<file path="config.mk">
export PLATFORM = sky130hd
export DESIGN_NAME = uart_modem_status_irq_mask
export DESIGN_NICKNAME = d
export VERILOG_FILES = /design/src/hw/cts_change_detect.v /design/src/hw/uart_modem_status_irq_mask.v
export VERILOG_INCLUDE_DIRS = /design/src /design/src/shared
export SDC_FILE = /design/constraint.sdc
export NUM_CORES = 1
export LEC_CHECK = 0
export BUFFER_PORTS_ARGS = -buffer_cell sky130_fd_sc_hd__clkbuf_2
export CORE_UTILIZATION = 40
export CTS_CLUSTER_SIZE = 14
export DETAILED_ROUTE_END_ITERATION = 6
export PLACE_DENSITY = 0.75
export SYNTH_ARGS = -nofsm -noshare
export SYNTH_HDL_FRONTEND = slang
export SYNTH_SLANG_ARGS = --single-unit
</file>
<file path="constraint.sdc">
create_clock -name pclk -period 1.7 [get_ports pclk]
set_input_delay 0.17 -clock pclk [delete_from_list [all_inputs] [get_ports pclk]]
set_output_delay 0.17 -clock pclk [all_outputs]
set_load 0.005 [all_outputs]
</file>
<file path="src/shared/uart_modem_irq_map.vh">
// Purpose: Register offsets, field positions and reset values of the
//          modem status and interrupt mask block.
// Assumes: APB byte addresses, one aligned 32-bit word per register.
// Notes:   Definitions only; include by bare name.
`ifndef UART_MODEM_IRQ_MAP_VH
`define UART_MODEM_IRQ_MAP_VH

// Address width of the APB slave
`define ADDR_W 12

// Register byte offsets
`define OFS_MODEM_LINE_STATUS 12'h01c
`define OFS_IRQ_MASK_SET 12'h020
`define OFS_IRQ_MASK_CLEAR 12'h024
`define OFS_IRQ_MASK_VIEW 12'h028
`define OFS_IRQ_RAW_FLAGS 12'h02c
`define OFS_IRQ_STATUS_CLEAR 12'h030

// Modem status fields
`define BIT_CTS_CHANGED 0
`define BIT_CTS_LEVEL 4

// Interrupt source positions, shared by every mask and flag register
`define SRC_RX_AVAIL 0
`define SRC_TX_EMPTY 1
`define SRC_LINE_STATUS 2
`define SRC_MODEM_CHANGE 3
`define SRC_CHAR_TIMEOUT 4
`define SRC_BUSY 5
`define SRC_AUTOBAUD_DONE 6
`define SRC_AUTOBAUD_TIMEOUT 7
`define NUM_SOURCES 8

// Reset values
`define RST_MASK 8'h00
`define RST_RAW 8'h02
`define RST_WORD 32'h00000000
`define RST_CTS_LEVEL 1'h0
`define RST_CTS_CHANGED 1'h0

`endif

</file>
<file path="src/hw/cts_change_detect.v">
// Purpose: Samples the clear-to-send input and keeps its change flag.
// Assumes: clear_to_send_in_n is synchronous to pclk.
// Notes:   A change in the cycle of the read-clear keeps the flag set.
`timescale 1ns/10ps
`default_nettype none
`include "uart_modem_irq_map.vh"

module cts_change_detect (
  // Clock and reset
  input wire pclk,
  input wire presetn,
  // Modem line, active low
  input wire clear_to_send_in_n,
  // Read of the modem status register, one-cycle pulse
  input wire read_clear,
  // Status
  output reg cts_level,
  output reg clear_to_send_changed
);

  reg primed;
  wire changed_now;

  // No change is reported before the first sample after reset
  assign changed_now = primed & (cts_level != ~clear_to_send_in_n);

  // Line sample, shown as the complement of the active-low pin
  always @(posedge pclk or negedge presetn)
  begin
    if (!presetn)
    begin
      cts_level <= `RST_CTS_LEVEL;
      primed <= 1'b0;
    end
    else
    begin
      cts_level <= ~clear_to_send_in_n;
      primed <= 1'b1;
    end
  end

  // Sticky change flag; the set beats the read-clear
  always @(posedge pclk or negedge presetn)
  begin
    if (!presetn)
      clear_to_send_changed <= `RST_CTS_CHANGED;
    else if (changed_now)
      clear_to_send_changed <= 1'b1;
    else if (read_clear)
      clear_to_send_changed <= 1'b0;
  end

endmodule

`default_nettype wire

</file>
<file path="src/hw/uart_modem_status_irq_mask.v">
// Purpose: APB slave for the UART modem status and interrupt masking.
// Assumes: All event inputs are one-cycle pulses synchronous to pclk.
// Notes:   Every access completes with one wait-free access cycle.
//
// Our own choice: the APB register port.
`timescale 1ns/10ps
`default_nettype none
`include "uart_modem_irq_map.vh"

module uart_modem_status_irq_mask (
  // Clock and reset
  input wire pclk,
  input wire presetn,
  // APB slave
  input wire psel,
  input wire penable,
  input wire pwrite,
  input wire [`ADDR_W-1:0] paddr,
  input wire [31:0] pwdata,
  input wire [3:0] pstrb,
  output reg [31:0] prdata,
  output reg pready,
  output reg pslverr,
  // Modem line, active low
  input wire clear_to_send_in_n,
  // Interrupt source events from the rest of the UART
  input wire rx_avail_event,
  input wire tx_empty_event,
  input wire line_status_event,
  input wire char_timeout_event,
  input wire busy_event,
  input wire autobaud_done_event,
  input wire autobaud_timeout_event,
  // Interrupt request, level
  output reg irq
);

  // Register map, one aligned word each:
  //   0x1c modem status: bit 4 line level, bit 0 change flag
  //   0x20 enable: ones written unmask sources, reads zero
  //   0x24 disable: ones written mask sources, reads zero
  //   0x28 mask view: current mask bits
  //   0x2c raw flags: sticky, independent of the masks
  //   0x30 status: raw and mask; ones written clear raw flags
  // Source bits: 7 autobaud timeout, 6 autobaud done, 5 busy,
  //   4 char timeout, 3 modem change, 2 line status,
  //   1 transmit empty, 0 receive data available
  //
  // Bus timing: setup at edge N, ready and read data at edge N+1,
  //   a write lands at the edge that samples ready, i.e. N+2.
  //   The change flag clears at edge N+1 with the read data, so a change that
  //   arrives later in the same access is kept for the next read.
  //
  // The modem source has no raw flop of its own: it is the change
  //   flag itself, so writing its status bit does nothing and only
  //   a status read can clear it.
  //
  // Event inputs are pulses; a source held high sets its flag again
  //   on every edge, so a clear written meanwhile does not stick.
  localparam NS = `NUM_SOURCES;

  // Word match; byte lanes below bit 2 are ignored
  function addr_hit;
    input [`ADDR_W-1:0] addr;
    input [`ADDR_W-1:0] ofs;
    begin
      addr_hit = (addr[`ADDR_W-1:2] == ofs[`ADDR_W-1:2]);
    end
  endfunction

  // Sticky flag update; a set in the same cycle wins over a clear
  function [NS-1:0] set_over_clear;
    input [NS-1:0] cur;
    input [NS-1:0] set;
    input [NS-1:0] clr;
    begin
      set_over_clear = set | (cur & ~clr);
    end
  endfunction

  // Byte-lane gated low byte of the write data
  function [NS-1:0] low_byte;
    input [31:0] data;
    input [3:0] strb;
    begin
      low_byte = strb[0] ? data[NS-1:0] : {NS{1'b0}};
    end
  endfunction

  // State
  reg [NS-1:0] irq_mask_view;
  reg [NS-1:0] irq_raw_flags;
  wire cts_level;
  wire clear_to_send_changed;

  // Bus phase decode
  wire setup_phase;
  wire access_done;
  wire wr_done;
  wire rd_setup;

  // Address decode
  wire hit_status;
  wire hit_set;
  wire hit_clear;
  wire hit_view;
  wire hit_raw;
  wire hit_isc;
  wire mapped;

  // Write effects
  wire [NS-1:0] wr_bits;
  wire [NS-1:0] unmask_bits;
  wire [NS-1:0] mask_bits;
  wire [NS-1:0] flag_clear_bits;
  wire [NS-1:0] event_bits;
  wire [NS-1:0] next_irq_mask_view;
  wire [NS-1:0] next_irq_raw_flags;
  wire [NS-1:0] masked_status;
  wire [NS-1:0] raw_view;
  wire status_read;

  // Per-source requests of one enable write
  wire rx_avail_unmask;
  wire tx_empty_unmask;
  wire line_status_unmask;
  wire modem_change_unmask;
  wire char_timeout_unmask;
  wire busy_unmask;
  wire autobaud_done_unmask;
  wire autobaud_timeout_unmask;

  // Per-source requests of one disable write
  wire rx_avail_mask;
  wire tx_empty_mask;
  wire line_status_mask;
  wire modem_change_mask;
  wire char_timeout_mask;
  wire busy_mask;
  wire autobaud_done_mask;
  wire autobaud_timeout_mask;

  // Read data mux
  reg [31:0] next_prdata;

  // Setup cycle is where the read snapshot and error answer are formed
  assign setup_phase = psel & ~penable;
  assign access_done = psel & penable & pready;
  assign wr_done = access_done & pwrite;
  assign rd_setup = setup_phase & ~pwrite;

  assign hit_status = addr_hit(paddr, `OFS_MODEM_LINE_STATUS);
  assign hit_set = addr_hit(paddr, `OFS_IRQ_MASK_SET);
  assign hit_clear = addr_hit(paddr, `OFS_IRQ_MASK_CLEAR);
  assign hit_view = addr_hit(paddr, `OFS_IRQ_MASK_VIEW);
  assign hit_raw = addr_hit(paddr, `OFS_IRQ_RAW_FLAGS);
  assign hit_isc = addr_hit(paddr, `OFS_IRQ_STATUS_CLEAR);
  assign mapped = hit_status | hit_set | hit_clear | hit_view | hit_raw | hit_isc;

  // Clear-on-read acts at the snapshot edge, so no change slips between
  // the value software sees and the clear
  assign status_read = rd_setup & hit_status;

  // Only ones written take effect; zeros leave other sources alone
  assign wr_bits = low_byte(pwdata, pstrb);

  // Enable-register bits, one per source; a zero written asks nothing
  assign rx_avail_unmask = wr_done & hit_set & wr_bits[`SRC_RX_AVAIL];
  assign tx_empty_unmask = wr_done & hit_set & wr_bits[`SRC_TX_EMPTY];
  assign line_status_unmask = wr_done & hit_set & wr_bits[`SRC_LINE_STATUS];
  assign modem_change_unmask = wr_done & hit_set & wr_bits[`SRC_MODEM_CHANGE];
  assign char_timeout_unmask = wr_done & hit_set & wr_bits[`SRC_CHAR_TIMEOUT];
  assign busy_unmask = wr_done & hit_set & wr_bits[`SRC_BUSY];
  assign autobaud_done_unmask = wr_done & hit_set & wr_bits[`SRC_AUTOBAUD_DONE];
  assign autobaud_timeout_unmask = wr_done & hit_set & wr_bits[`SRC_AUTOBAUD_TIMEOUT];

  // Disable-register bits in the very same layout
  assign rx_avail_mask = wr_done & hit_clear & wr_bits[`SRC_RX_AVAIL];
  assign tx_empty_mask = wr_done & hit_clear & wr_bits[`SRC_TX_EMPTY];
  assign line_status_mask = wr_done & hit_clear & wr_bits[`SRC_LINE_STATUS];
  assign modem_change_mask = wr_done & hit_clear & wr_bits[`SRC_MODEM_CHANGE];
  assign char_timeout_mask = wr_done & hit_clear & wr_bits[`SRC_CHAR_TIMEOUT];
  assign busy_mask = wr_done & hit_clear & wr_bits[`SRC_BUSY];
  assign autobaud_done_mask = wr_done & hit_clear & wr_bits[`SRC_AUTOBAUD_DONE];
  assign autobaud_timeout_mask = wr_done & hit_clear & wr_bits[`SRC_AUTOBAUD_TIMEOUT];

  // Gathered back into the common source order
  assign unmask_bits = {autobaud_timeout_unmask, autobaud_done_unmask, busy_unmask,
                        char_timeout_unmask, modem_change_unmask, line_status_unmask,
                        tx_empty_unmask, rx_avail_unmask};
  assign mask_bits = {autobaud_timeout_mask, autobaud_done_mask, busy_mask,
                      char_timeout_mask, modem_change_mask, line_status_mask,
                      tx_empty_mask, rx_avail_mask};
  assign flag_clear_bits = (wr_done & hit_isc) ? wr_bits : {NS{1'b0}};

  // Mask update; set and clear registers cannot be hit in one access
  assign next_irq_mask_view = (irq_mask_view | unmask_bits) & ~mask_bits;

  // Source events in the common bit layout
  assign event_bits[`SRC_RX_AVAIL] = rx_avail_event;
  assign event_bits[`SRC_TX_EMPTY] = tx_empty_event;
  assign event_bits[`SRC_LINE_STATUS] = line_status_event;
  assign event_bits[`SRC_MODEM_CHANGE] = 1'b0;
  assign event_bits[`SRC_CHAR_TIMEOUT] = char_timeout_event;
  assign event_bits[`SRC_BUSY] = busy_event;
  assign event_bits[`SRC_AUTOBAUD_DONE] = autobaud_done_event;
  assign event_bits[`SRC_AUTOBAUD_TIMEOUT] = autobaud_timeout_event;

  // Raw flags are sticky and independent of the masks
  assign next_irq_raw_flags = set_over_clear(irq_raw_flags, event_bits, flag_clear_bits);

  // Modem source is a level that tracks the change flag, not a latch
  assign raw_view = {irq_raw_flags[NS-1:`SRC_MODEM_CHANGE+1],
                     clear_to_send_changed,
                     irq_raw_flags[`SRC_MODEM_CHANGE-1:0]};

  // Masked sources read as zero
  assign masked_status = raw_view & irq_mask_view;

  // Clear-to-send sampling and change flag
  cts_change_detect u_cts (
    .pclk(pclk),
    .presetn(presetn),
    .clear_to_send_in_n(clear_to_send_in_n),
    .read_clear(status_read),
    .cts_level(cts_level),
    .clear_to_send_changed(clear_to_send_changed)
  );

  // Read data selection; write-only and reserved positions give zero
  always @*
  begin
    next_prdata = `RST_WORD;
    if (hit_status)
    begin
      next_prdata[`BIT_CTS_CHANGED] = clear_to_send_changed;
      next_prdata[`BIT_CTS_LEVEL] = cts_level;
    end
    else if (hit_set | hit_clear)
      next_prdata = `RST_WORD;
    else if (hit_view)
      next_prdata[NS-1:0] = irq_mask_view;
    else if (hit_raw)
      next_prdata[NS-1:0] = raw_view;
    else if (hit_isc)
      next_prdata[NS-1:0] = masked_status;
  end

  // APB answer: ready rises for the access cycle after every setup,
  // giving no wait state while keeping the outputs flopped.
  // Limitation: the error answer covers unmapped words only; writes
  // to read-only words are dropped quietly
  always @(posedge pclk or negedge presetn)
  begin
    if (!presetn)
    begin
      pready <= 1'b0;
      pslverr <= 1'b0;
      prdata <= `RST_WORD;
    end
    else
    begin
      pready <= setup_phase;
      pslverr <= setup_phase & ~mapped;
      if (rd_setup)
        prdata <= next_prdata;
      else if (setup_phase)
        prdata <= `RST_WORD;
    end
  end

  // Mask bits, all masked after reset
  always @(posedge pclk or negedge presetn)
  begin
    if (!presetn)
      irq_mask_view <= `RST_MASK;
    else
      irq_mask_view <= next_irq_mask_view;
  end

  // Raw flags; transmit empty starts set because the holder is empty
  always @(posedge pclk or negedge presetn)
  begin
    if (!presetn)
      irq_raw_flags <= `RST_RAW;
    else
      irq_raw_flags <= next_irq_raw_flags;
  end

  // Interrupt line is one cycle behind the flags to stay flopped.
  // The clear-to-send level itself goes nowhere near transmit or
  // receive: it only reaches software through the status word
  always @(posedge pclk or negedge presetn)
  begin
    if (!presetn)
      irq <= 1'b0;
    else
      irq <= |masked_status;
  end

endmodule

`default_nettype wire

</file>
## Word level (Yosys, flattened, before mapping)

Index checks and enable logic that the tools add are counted.

- Equality and inequality tests: 7
- Multiplexer cells: 14
- Bitwise operators: 44
- Reduce and logical (&&, ||, !) cells: 3

Operator list:

| kind | count |
|---|---|
| two-way mux 32 bit | 2 |
| == test 10 x 4 -> 1 bit, second input constant | 5 |
| two-way mux 8 bit | 6 |
| AND 1 bit | 27 |
| AND 8 bit | 3 |
| NOT 8 bit | 2 |
| bitwise OR 8 bit | 2 |
| == test 10 x 3 -> 1 bit, second input constant | 1 |
| OR reduction 8 bit | 1 |
| two-way mux 3 bit | 2 |
| bitwise OR 1 bit | 6 |
| two-way mux 1 bit | 4 |
| NOT 1 bit | 4 |
| nonzero test 2 bit | 2 |
| != test 1 bit | 1 |

- Register bits: 54
- Input bits: 61
- Word-level logic and storage cells: 77

## Depth between registers and ports, before layout

Gate-level depths: netlist of run 1.

- Depth after elaboration: 8
- Gate-level depth with buffers: 6

## Cells and area by module

From an unflattened synthesis of run 1, not the netlist that was laid out.

- Cells, all modules: 181
- Area, all modules: 1691.6 um^2

Modules (own cells, without submodules):

| module | times used | cells each | area each (um^2) | seq. area each (um^2) |
|---|---|---|---|---|
| uart_modem_status_irq_mask | 1 | 173 | 1587.8 | 651.9 |
| cts_change_detect | 1 | 8 | 103.8 | 75.1 |

## Least setup slack after synthesis of run 1

No wires, ideal clock.

- Path type: flip-flop to flip-flop
- From: register pready
- To: register irq_mask_view[0]
- Library setup time: 0.135 ns
- Data arrival time: 1.101 ns
- Data required time: 1.565 ns
- Slack: 0.464 ns
- Stages on the path, launching flop included: 6
- Period minus slack after synthesis: 1.236 ns
- Cells stage by stage: dfrtp_1 -> and4_1 -> nand4_2 -> buf_6 -> o21ai_0 -> o31ai_1

- Cells in the longest elaborated chain, start to end: 6
- Elaborated cells between the ends (all ways): 9
- Classes of those cells: 9 x bitwise

Ends and longest elaborated chain:

| item | RTL line | RTL |
|---|---|---|
| start, declared | uart_modem_status_irq_mask.v:22 | `output reg pready,` |
| start signal, assigned | uart_modem_status_irq_mask.v:263 | `pready <= setup_phase;` |
| AND 1 bit (*) | uart_modem_status_irq_mask.v:148 | `assign access_done = psel & penable & pready;` |
| AND 1 bit (*) | uart_modem_status_irq_mask.v:149 | `assign wr_done = access_done & pwrite;` |
| AND 1 bit, on equally long branches (2 in series) | uart_modem_status_irq_mask.v:168, uart_modem_status_irq_mask.v:178 |  |
| bitwise OR 8 bit or NOT 8 bit (tied branches) | uart_modem_status_irq_mask.v:197 | `assign next_irq_mask_view = (irq_mask_view \| unmask_bits) & ~mask_bits;` |
| AND 8 bit (*) | uart_modem_status_irq_mask.v:197 |  |
| via next_irq_mask_view[0] | uart_modem_status_irq_mask.v:117 | `wire [NS-1:0] next_irq_mask_view;` |
| end signal, assigned | uart_modem_status_irq_mask.v:276 | `` irq_mask_view <= `RST_MASK; `` |
| end signal, assigned | uart_modem_status_irq_mask.v:278 | `irq_mask_view <= next_irq_mask_view;` |
| end, declared | uart_modem_status_irq_mask.v:91 | `reg [NS-1:0] irq_mask_view;` |

Mark *: on every way through the listed nets, which the timed path passes. The rest lies on a longest branch.
A chain may end at the register's enable or synchronous reset.

## Final worst setup path of run 1

- From: register pready
- To: register irq_mask_view[7]

- Cells in the longest elaborated chain, start to end: 6
- Elaborated cells between the ends (all ways): 9
- Classes of those cells: 9 x bitwise

Ends and longest elaborated chain:

| item | RTL line |
|---|---|
| AND 1 bit (*) | uart_modem_status_irq_mask.v:148 |
| AND 1 bit (*) | uart_modem_status_irq_mask.v:149 |
| AND 1 bit, on equally long branches (2 in series) | uart_modem_status_irq_mask.v:175, uart_modem_status_irq_mask.v:185 |
| bitwise OR 8 bit or NOT 8 bit (tied branches) | uart_modem_status_irq_mask.v:197 |
| AND 8 bit (*) | uart_modem_status_irq_mask.v:197 |
| via next_irq_mask_view[7] | uart_modem_status_irq_mask.v:117 |

Marked as above.

==> summary.md, run 1 <==
| Metric | Value |
|---|---|
| Status | finished, final reports clean |
| Simple-Gate Fraction of Synth Area | 0.177 |
| Crit Path Max Fanout | 15 |
| Post-synth EDFFs | 0 |
| CP Buf/Inv Count | 0 |
| Row cnt | 23 |
| Fmax | 0.697 GHz |
| Final nets | 285 |
| Die Wd | 67.2 µm |
| GRT Total Usage | 0.164 |
| Std-Cell Core Area | 0.00403 mm² |
| Antenna violations before repair | 0 |
| Inserted Clock Buffers | 5 |
| Setup slack, reg-to-reg | 260 ps |
| Final min period | 1440 ps |
| Global-route wire length before repair | 5400 µm |
| Max VDD drop | 0.000333 V |
| First-pass detailed-route iteration total | 4 |
| Gr ovfl total | 0 |
| Synth Flop Type | dfrtp_1 |
| Mux cell area share after synthesis | 0.00589 |
| Number of setup buffers added after CTS | 0 |
| Critical Path Start | pready$_DFF_PN0_ |
| CP Data Required Time | 1840 ps |
| Clk slew on worst S/H paths | 60 ps |
| Synthesized instance count | 182 |
| Initial Util | 0.422 |
| CTS Sinks | 29 |
| Area Overhead vs Synth | 14.8% |
| Vias | 1391 |
| TNS Setup | 0 ps |
| Critical Path Max Stage Delay | 340 ps |
| Antenna viol nets, final | 0 |
| Hold Vio Cnt, Final | 0 |
| Final Skew | 3.38 ps |
| Die area | 0.00452 mm² |
| Share of cells above drive strength 1 | 0.258 |
| Slew Limit Fails | 0 |
| Cell family with most CP delay | simple AND/OR/NAND/NOR gates |
| Largest net degree at the start of global routing | 30 |
| Worst r2r path cells | 4 |
| Register bit total from synthesis | 29 |
| Buffers on Ports | 42 |
| Critical-path top delay cell | dfrtp_1 |
| Register area share after synthesis | 0.428 |
| Adder and majority cell fraction of the synthesized area | 0 |
| Final core utilization | 0.484 |
| # diodes | 0 |
| Boundary Pins | 96 |
| DP Wirelength | 2550 µm |
| Main combinational cell family by area after synthesis | compound AO/OA/AOI/OAI gates |
| Top cell type's share of synthesized area | 0.412 |
| Worst setup path endpoint | irq_mask_view[7]$_DFF_PN0_ |
| RSZ-0062 raised after global routing | no |
| FFs w/ async S/R, synth | 1.00 |
| Worst r2r dst | irq_mask_view[7]$_DFF_PN0_ |
| Cell area after synthesis | 0.00170 mm² |
| TritonCTS clock tree | done |
| Power density over the cells | 740 mW/mm² |
| Worst-Skew Late Latency | 270 ps |
| Leak Pwr | 0.952 nW |
| Arrival time worst endpoint | 1580 ps |
| Compound-gate portion of the synthesized area | 0.216 |
| Syn avg cell area | 9.34 µm² |
| DR iter-0 viols | 93 |
| Post-synthesis xor/xnor area fraction | 0.00515 |
| Slew headroom | 0.527 |
| Number of global-route vias before repair | 1186 |
| Vias per cell | 5.06 |
| Actual slew at the worst max-slew pin | 710 ps |
| Setup CP Type | reg2reg |
| Fin crit share | 0.844 |
| Final Setup Violations | 0 |
| Worst min path class | in2reg |
| Chip height | 67.2 µm |
| WP depth | 4 |
| CTS Buffer Depth | 2 |
| DRC Markers | 0 |
| Main area contributors after synthesis | dfrtp_1 41%, buf_4 11%, a32oi_1 7.2% |
| Final GP Congestion | 0.797 |
| Wire per inst | 12.2 µm |
| Area leader, netlist | dfrtp_1 |
| Netlist cell types | 33 |
| Syn. warnings | 0 |
| Crit path capture type | flip-flop |
| Hold WS | 63.0 ps |
| H-tree Lvls | 2 |
| Critical path cell sequence | and4_1 > nand4_2 > o21ai_0 > o31ai_1 |
| CTS root buffer | clkbuf_8 |
| Worst reg2reg path startpoint | pready$_DFF_PN0_ |
| Post-cts sizing count | 0 |
| Max-cap violations | 0 |
| Total Wirelength | 3370 µm |
| CP startpoint kind | flip-flop |
## sequential cells by signal, summed over array words and instances, names as in the netlist
| signal | count |
|---|---|
| u_cts.cts_level | 1 |
| irq_mask_view | 8 |
| prdata | 8 |
| u_cts.primed | 1 |
| irq | 1 |
| pslverr | 1 |
| u_cts.clear_to_send_changed | 1 |
| pready | 1 |
| irq_raw_flags | 7 |
## Yosys cell counts (3+ instances only)
cell type and n:
dfrtp_1 28, buf_4 26, o21ai_0 24, nand2_1 15, a32oi_1 14, inv_1 10
nand2b_1 10, nor2_1 10, o31ai_1 7, a22oi_1 4, clkbuf_1 3, nand3b_1 3
## timing repair
| action | in CTS | in global routing |
|---|---|---|
| endpoints found under the hold margin | 28 | 0 |
| endpoints found under the setup margin | 0 | 0 |
| hold buffers | 1 | 0 |
## logic make-up (layout without fill, tap and decap cells)
logic type	after synthesis	after routing
mux	1	1
xor+xnor	1	1
buf+inv	44	64
flops	29	29
compound gates	55	55
simple gates	50	50
other cells	2	25
## cells in the final DEF, fill, tap and decap left out, types with 2 or more instances in the layout
cell type and count:
dfrtp_1 28, nand2_1 15, clkbuf_8 7, nand2b_1 10
buf_4 3, nor3b_1 2, a31oi_1 2, and4_1 2
clkbuf_2 42, nand3b_1 3, conb_1 25, o21ai_0 24
o31ai_1 7, inv_1 10, a22oi_1 4, nor2_1 10
a32oi_1 14, nand4_2 2
## per-stage QoR
step	power, mW	std cells	area (µm²)	setup slack (ps)
CTS	1.46	275	1950	280
detailed placement	0.851	266	1840	92.2
floorplan	0.824	205	1790	464
global route	1.52	275	1950	123
finish	1.44	275	1950	265
global placement	0.849	266	1840	100
## power breakdown
part           internal (mW)  total (mW)  leakage, nW  switching [mW]
clock                  0.365       0.604       0.0542           0.239
sequential             0.696       0.698        0.348         0.00238
combinational         0.0551       0.143        0.549          0.0874
## final cells by class
class | instances | area [µm²]
Multi-Input combinational cell | 132 | 781
Timing Repair Buffer | 46 | 243
Fill cell | 388 | 2080
Tap cell | 50 | 62.6
Inverter | 10 | 37.5
Clock inverter | 1 | 5.00
Sequential cell | 29 | 727
Clock buffer | 7 | 96.3
## metal layers
layer  GRT usage  vias up  part of all wire
met1       0.213      645              0.48
li1            -      692                 -
met3      0.0507        2             0.056
met2       0.256       52              0.46
met4      0.0559        0            0.0053
met5           0        -                 0
## worst min-delay path by stage
stage                                           end  cells after the start                from  slack [ps]
final                     u_cts.cts_level$_DFF_PN0_                      2  clear_to_send_in_n          60
after global routing      u_cts.cts_level$_DFF_PN0_                      2  clear_to_send_in_n          70
after CTS                 u_cts.cts_level$_DFF_PN0_                      2  clear_to_send_in_n          60
after detailed placement      prdata[1]$_DFFE_PN0P_                      1             presetn         250
after global placement        prdata[6]$_DFFE_PN0P_                      1             presetn         250
after floorplan                       irq$_DFF_PN0_                      0             presetn        -130
(Power assumes the default switching activity.)
==> run 2: changes to the inputs <==
- PLACE_DENSITY: 0.75 -> 0.78
- clock period: 1.7 -> 1.3 ns (I/O delays scaled with it)
==> run 2 against run 1 <==
Effect of this change: clock-buffer cell count down 2; global-route usage up 0.40 points; largest power group unchanged; die area unchanged; register-to-register slack worse by 220 ps; critical path type unchanged; critical endpoint is now irq_mask_view[5]$_DFF_PN0_; clock power up 20%; sequential power up 31%.
==> summary.md, run 2 (synthesized netlist as in run 1, its figures left out) <==
| Metric | Value |
|---|---|
| GRT Total Usage | 0.168 (was 0.164) |
| Clk slew on worst S/H paths | 70 ps (was 60 ps) |
| Largest regs | irq_mask_view: 8 flops, prdata: 8 flops, irq_raw_flags: 7 flops (unchanged) |
| Hold Path End | u_cts.cts_level$_DFF_PN0_ (unchanged) |
| Final core utilization | 0.518 (was 0.484) |
| First-pass detailed-route iteration total | 4 (unchanged) |
| Slew Limit Fails | 0 (unchanged) |
| Hold WS | 8.66 ps (was 63.0 ps) |
| Die area | 0.00452 mm² (unchanged) |
| Final Skew | 3.72 ps (was 3.38 ps) |
| Critical Path Max Stage Delay | 340 ps (about the same) |
| Vias | 1447 (was 1391) |
| Setup slack, reg-to-reg | 40 ps (was 260 ps) |
| RSZ-0062 raised after global routing | no (unchanged) |
| Fillers | 395 (was 388) |
| Total Wirelength | 3590 µm (was 3370 µm) |
| Chip height | 67.2 µm (unchanged) |
| Gr ovfl total | 0 (unchanged) |
| Critical-path top delay cell | dfrtp_1 (unchanged) |
| Std-Cell Core Area | 0.00403 mm² (unchanged) |
| Largest net degree at the start of global routing | 30 (unchanged) |
| Final nets | 296 (was 285) |
| Crit path capture type | flip-flop (unchanged) |
| Final Setup Violations | 0 (unchanged) |
| Area Overhead vs Synth | 22.8% (was 14.8%) |
| Commonest non-fill, non-tap cell in the layout | clkbuf_2 (unchanged) |
| DRC Markers | 0 (unchanged) |
| Worst reg2reg path startpoint | pready$_DFF_PN0_ (unchanged) |
| Antenna viol nets, final | 0 (unchanged) |
| Share of cells above drive strength 1 | 0.305 (was 0.258) |
| Initial Util | 0.422 (unchanged) |
| Worst r2r path cells | 5 (was 4) |
| Sequential Area | 727 µm² (unchanged) |
| Final GP Congestion | 0.813 (was 0.797) |
| Final min period | 1260 ps (was 1440 ps) |
| Power density over the cells | 888 mW/mm² (was 740 mW/mm²) |
| CTS Buffer Depth | 2 (unchanged) |
| Status | finished, final reports clean (unchanged) |
| Worst hold start | clear_to_send_in_n (unchanged) |
| CTS root buffer | clkbuf_8 (unchanged) |
| # diodes | 0 (unchanged) |
| CP Data Required Time | 1460 ps (was 1840 ps) |
| Inserted Clock Buffers | 5 (unchanged) |
| Max-cap violations | 0 (unchanged) |
| H-tree Lvls | 2 (unchanged) |
| Hold path cells | 2 (unchanged) |
| Crit Path Max Fanout | 8 (was 15) |
| CTS Sinks | 29 (unchanged) |
| Vias per cell | 5.06 (about the same) |
| Row cnt | 23 (unchanged) |
| Die Wd | 67.2 µm (unchanged) |
| Leak Pwr | 1.02 nW (was 0.952 nW) |
| CP startpoint kind | flip-flop (unchanged) |
| Worst r2r dst | irq_mask_view[5]$_DFF_PN0_ (was irq_mask_view[7]$_DFF_PN0_) |
| Number of global-route vias before repair | 1237 (was 1186) |
| Arrival time worst endpoint | 1410 ps (was 1580 ps) |
| Critical path cell sequence | and4_4 > nand4_4 > buf_8 > o21ai_0 > o31ai_1 (was and4_1 > nand4_2 > o21ai_0 > o31ai_1) |
| DP Wirelength | 2580 µm (was 2550 µm) |
| DR iter-0 viols | 64 (was 93) |
| Total power | 1.85 mW (was 1.44 mW) |
| Worst min path class | in2reg (unchanged) |
| TritonCTS clock tree | done (unchanged) |
| Setup CP Type | reg2reg (unchanged) |
| Antenna violations before repair | 0 (unchanged) |
| Fmax | 0.795 GHz (was 0.697 GHz) |
| Global-route wire length before repair | 5570 µm (was 5400 µm) |
| Wire per inst | 12.5 µm (was 12.2 µm) |
| Boundary Pins | 96 (unchanged) |
| Max VDD drop | 0.000416 V (was 0.000333 V) |
| Worst-Skew Late Latency | 280 ps (was 270 ps) |
| Buffers on Ports | 42 (unchanged) |
| Hold Vio Cnt, Final | 0 (unchanged) |
| Commonest cells after routing, fill and taps aside | 42 x clkbuf_2, 28 x dfrtp_1, 25 x conb_1 (unchanged) |
| Fin crit share | 0.967 (was 0.844) |
| Area of the multi-input gates | 800 µm² (was 781 µm²) |
-- run 2: routing by layer --
metal / track usage / vias up / wire length (µm)
li1: - / 711 / -
met1: 0.230 / 661 / 1600
met2: 0.245 / 68 / 1660
met3: 0.0591 / 7 / 282
met4: 0.0559 / 0 / 45
met5: 0 / - / 0
-- run 2: final cells by class --
type	count	area share
Multi-Input combinational cell	132	0.383
Sequential cell	29	0.348
Timing Repair Buffer	57	0.180
Clock buffer	5	0.0330
Tap cell	50	0.0300
Inverter	10	0.0180
Clock inverter	3	0.00839
-- run 2: worst max-delay path, delay by kind of cell, from the launching register on --
family	cells	cell delay [ps]
compound gates	2	250
buf+inv	1	180
flops	1	340
simple gates	2	350
-- run 2: per-stage QoR --
stage / area [µm²] / setup WS, ps / TNS, ps / instances
detailed placement: 1930 / -85.3 / -414 / 275
global route: 2090 / 4.47 / 0 / 286
floorplan: 1790 / 63.9 / 0 / 205
finish: 2090 / 42.7 / 0 / 286
CTS: 2030 / 14.7 / 0 / 284
global placement: 1930 / -46.6 / -215 / 275
-- run 2: repair_timing --
item / 4_1_cts / 5_1_grt
setup endpoints to repair: 1 / 12
buffers inserted: 0 / 1
hold buffers: 1 / 0
hold endpoints to repair: 28 / 0
pin swaps: 0 / 2
gates cloned: 0 / 1
gates resized for setup: 1 / 11
-- run 2: power breakdown --
part	switching, mW	internal, mW
registers	0.00297	0.909
clock network	0.358	0.368
logic	0.123	0.0937
total	0.484	1.37
-- run 2: worst max-delay path by stage --
stage | from | endpoint | slack (ps) | cells after the start
2_1_floorplan | pready$_DFF_PN0_ | irq_mask_view[0]$_DFF_PN0_ | 60 | 5
6_report | pready$_DFF_PN0_ | irq_mask_view[5]$_DFF_PN0_ | 40 | 5
4_1_cts | pready$_DFF_PN0_ | irq_mask_view[1]$_DFF_PN0_ | 10 | 5
3_5_place_dp | paddr[9] | prdata[7]$_DFFE_PN0P_ | -90 | 6
3_3_place_gp | paddr[9] | prdata[7]$_DFFE_PN0P_ | -50 | 6
5_1_grt | pready$_DFF_PN0_ | irq_raw_flags[7]$_DFF_PN0_ | 4 | 5
==> run 3: changes to the inputs <==
- BUFFER_PORTS_ARGS: -buffer_cell sky130_fd_sc_hd__clkbuf_2 -> -buffer_cell sky130_fd_sc_hd__buf_4
==> run 3 against run 2 <==
Effect of this change: clock skew increased by 2.7 ps; cell count decreased by 0.70%; worst setup slack lost 13 ps; die area did not move; worst hold slack improved by 22 ps; wire length up 3.0%; sequential cell count unchanged; first-iteration DRC count rose by 17%; utilization up 2.4 points; register-to-register slack about the same; critical path type unchanged; critical endpoint is now irq_mask_view[6]$_DFF_PN0_; largest power group is now clock; highest routed layer unchanged.
==> summary.md, run 3 (synthesized netlist as in run 1, its figures left out) <==
| Metric | Value |
|---|---|
| Status | finished, final reports clean (unchanged) |
| CP Data Required Time | 1450 ps (was 1460 ps) |
| DP Wirelength | 2640 µm (was 2580 µm) |
| Worst min path class | in2reg (unchanged) |
| Worst reg2reg path startpoint | pready$_DFF_PN0_ (unchanged) |
| Std-Cell Core Area | 0.00403 mm² (unchanged) |
| Share of cells above drive strength 1 | 0.286 (was 0.305) |
| Setup CP Type | reg2reg (unchanged) |
| Gr ovfl total | 0 (unchanged) |
| Largest regs | irq_mask_view: 8 flops, prdata: 8 flops, irq_raw_flags: 7 flops (unchanged) |
| Hold Path End | irq_raw_flags[2]$_DFF_PN0_ (was u_cts.cts_level$_DFF_PN0_) |
| Final min period | 1270 ps (was 1260 ps) |
| Max VDD drop | 0.000481 V (was 0.000416 V) |
| Inserted Clock Buffers | 5 (unchanged) |
| Power density over the cells | 963 mW/mm² (was 888 mW/mm²) |
| Area Overhead vs Synth | 28.6% (was 22.8%) |
| DRT met1 WL | 1610 µm (was 1600 µm) |
| DR iter-0 viols | 75 (was 64) |
| Met3 routed WL | 238 µm (was 282 µm) |
| Fillers | 373 (was 395) |
| CTS Sinks | 29 (unchanged) |
| Buffers on Ports | 42 (unchanged) |
| Total Wirelength | 3690 µm (was 3590 µm) |
| Commonest non-fill, non-tap cell in the layout | buf_4 (was clkbuf_2) |
| Vias per cell | 5.12 (was 5.06) |
| Worst r2r dst | irq_mask_view[6]$_DFF_PN0_ (was irq_mask_view[5]$_DFF_PN0_) |
| Sequential Area | 727 µm² (unchanged) |
| Slew Limit Fails | 0 (unchanged) |
| Antenna violations before repair | 0 (unchanged) |
| CTS root buffer | clkbuf_8 (unchanged) |
| Final core utilization | 0.543 (was 0.518) |
| Number of global-route vias before repair | 1275 (was 1237) |
| Final Setup Violations | 0 (unchanged) |
| Arrival time worst endpoint | 1430 ps (was 1410 ps) |
| Die Wd | 67.2 µm (unchanged) |
| Max Used Layer | met4 (unchanged) |
| Hold Vio Cnt, Final | 0 (unchanged) |
| Final Skew | 6.46 ps (was 3.72 ps) |
| Die area | 0.00452 mm² (unchanged) |
| Antenna viol nets, final | 0 (unchanged) |
| Final nets | 294 (was 296) |
| DRC Markers | 0 (unchanged) |
| Worst-Skew Late Latency | 280 ps (about the same) |
| Crit path capture type | flip-flop (unchanged) |
| Crit Path Max Fanout | 8 (unchanged) |
| H-tree Lvls | 2 (unchanged) |
| Hold path cells | 2 (unchanged) |
| # diodes | 0 (unchanged) |
| Wire per inst | 13.0 µm (was 12.5 µm) |
| Commonest cells after routing, fill and taps aside | 51 x buf_4, 28 x dfrtp_1, 25 x conb_1 (was 42 x clkbuf_2, 28 x dfrtp_1, 25 x conb_1) |
| GRT Total Usage | 0.178 (was 0.168) |
| TritonCTS clock tree | done (unchanged) |
| Largest net degree at the start of global routing | 30 (unchanged) |
| Boundary Pins | 96 (unchanged) |
| Total power | 2.10 mW (was 1.85 mW) |
| Clk slew on worst S/H paths | 60 ps (was 70 ps) |
| First-pass detailed-route iteration total | 4 (unchanged) |
| CP startpoint kind | flip-flop (unchanged) |
| Global-route wire length before repair | 5910 µm (was 5570 µm) |
| Number of setup buffers added after CTS | 0 (unchanged) |
| Initial Util | 0.422 (unchanged) |
| Chip height | 67.2 µm (unchanged) |
| Worst r2r path cells | 5 (unchanged) |
| TNS Setup | 0 ps (unchanged) |
| CTS Buffer Depth | 2 (unchanged) |
| Final GP Congestion | 0.832 (was 0.813) |
| Leak Pwr | 1.05 nW (was 1.02 nW) |
| Fmax | 0.787 GHz (was 0.795 GHz) |
| Row cnt | 23 (unchanged) |
| Worst hold start | line_status_event (was clear_to_send_in_n) |
| Setup slack, reg-to-reg | 30 ps (was 40 ps) |
| Fin crit share | 0.977 (was 0.967) |
| Area of the multi-input gates | 795 µm² (was 800 µm²) |
| Vias | 1453 (was 1447) |
| Met2 Routed Length | 1810 µm (was 1660 µm) |
| Max-cap violations | 0 (unchanged) |
run 3: cell count changes in the layout (fill, tap and decap cells not counted), sizes merged:
cell,change
dlygate4sd3,+1
clkinvlp,-1
clkinv,-2
clkbuf,-40
bufinv,+1
buf,+39
run 3: timing repair:
action                     CTS  global route
setup endpoints to repair    0            11
hold buffers                 2             0
resized for setup            0             6
hold endpoints to repair    29             0
run 3: per-stage QoR:
step                hold WS (ps)  std cells  setup WS, ps  area, µm²
CTS                         28.0        283          4.43       2150
global route                29.7        284         -3.73       2190
floorplan                   -166        205          63.9       1790
detailed placement          77.4        273          -137       2010
finish                      31.1        284          29.5       2190
global placement            67.3        273         -63.9       2010
run 3: where the power goes:
part	total, mW	leakage (nW)	internal (mW)	switching (mW)
registers	0.913	0.348	0.910	0.00312
clock network	0.961	0.0585	0.624	0.337
logic	0.231	0.639	0.110	0.121
run 3: how the worst max path moves through the flow:
stage | from | end | slack, ps | cells past startpoint
floorplan | pready$_DFF_PN0_ | irq_mask_view[0]$_DFF_PN0_ | 60 | 5
global placement | paddr[9] | prdata[7]$_DFFE_PN0P_ | -60 | 6
detailed placement | paddr[9] | prdata[7]$_DFFE_PN0P_ | -140 | 6
CTS | pready$_DFF_PN0_ | irq_mask_view[6]$_DFF_PN0_ | 4 | 5
global route | pready$_DFF_PN0_ | irq_mask_view[2]$_DFF_PN0_ | -4 | 4
finish | pready$_DFF_PN0_ | irq_mask_view[6]$_DFF_PN0_ | 30 | 5
run 3: layout make-up:
cell class                      count  area share
Multi-Input combinational cell    132       0.363
Tap cell                           50      0.0286
Clock buffer                        7      0.0395
Clock inverter                      1      0.0137
Sequential cell                    29       0.333
Inverter                           10      0.0172
Timing Repair Buffer               55       0.205
run 3: per-layer routing:
layer | track usage | up-vias
met2 | 0.284 | 60
li1 | - | 709
met5 | 0 | -
met3 | 0.0557 | 5
met1 | 0.231 | 679
met4 | 0.0479 | 0
run 3: worst max-delay path, cell delays in order, from the launching register on:
cell and delay [ps]:
dfrtp_1 350, and4_4 250, nand4_4 120, buf_12 180
o21ai_0 150, o31ai_1 90
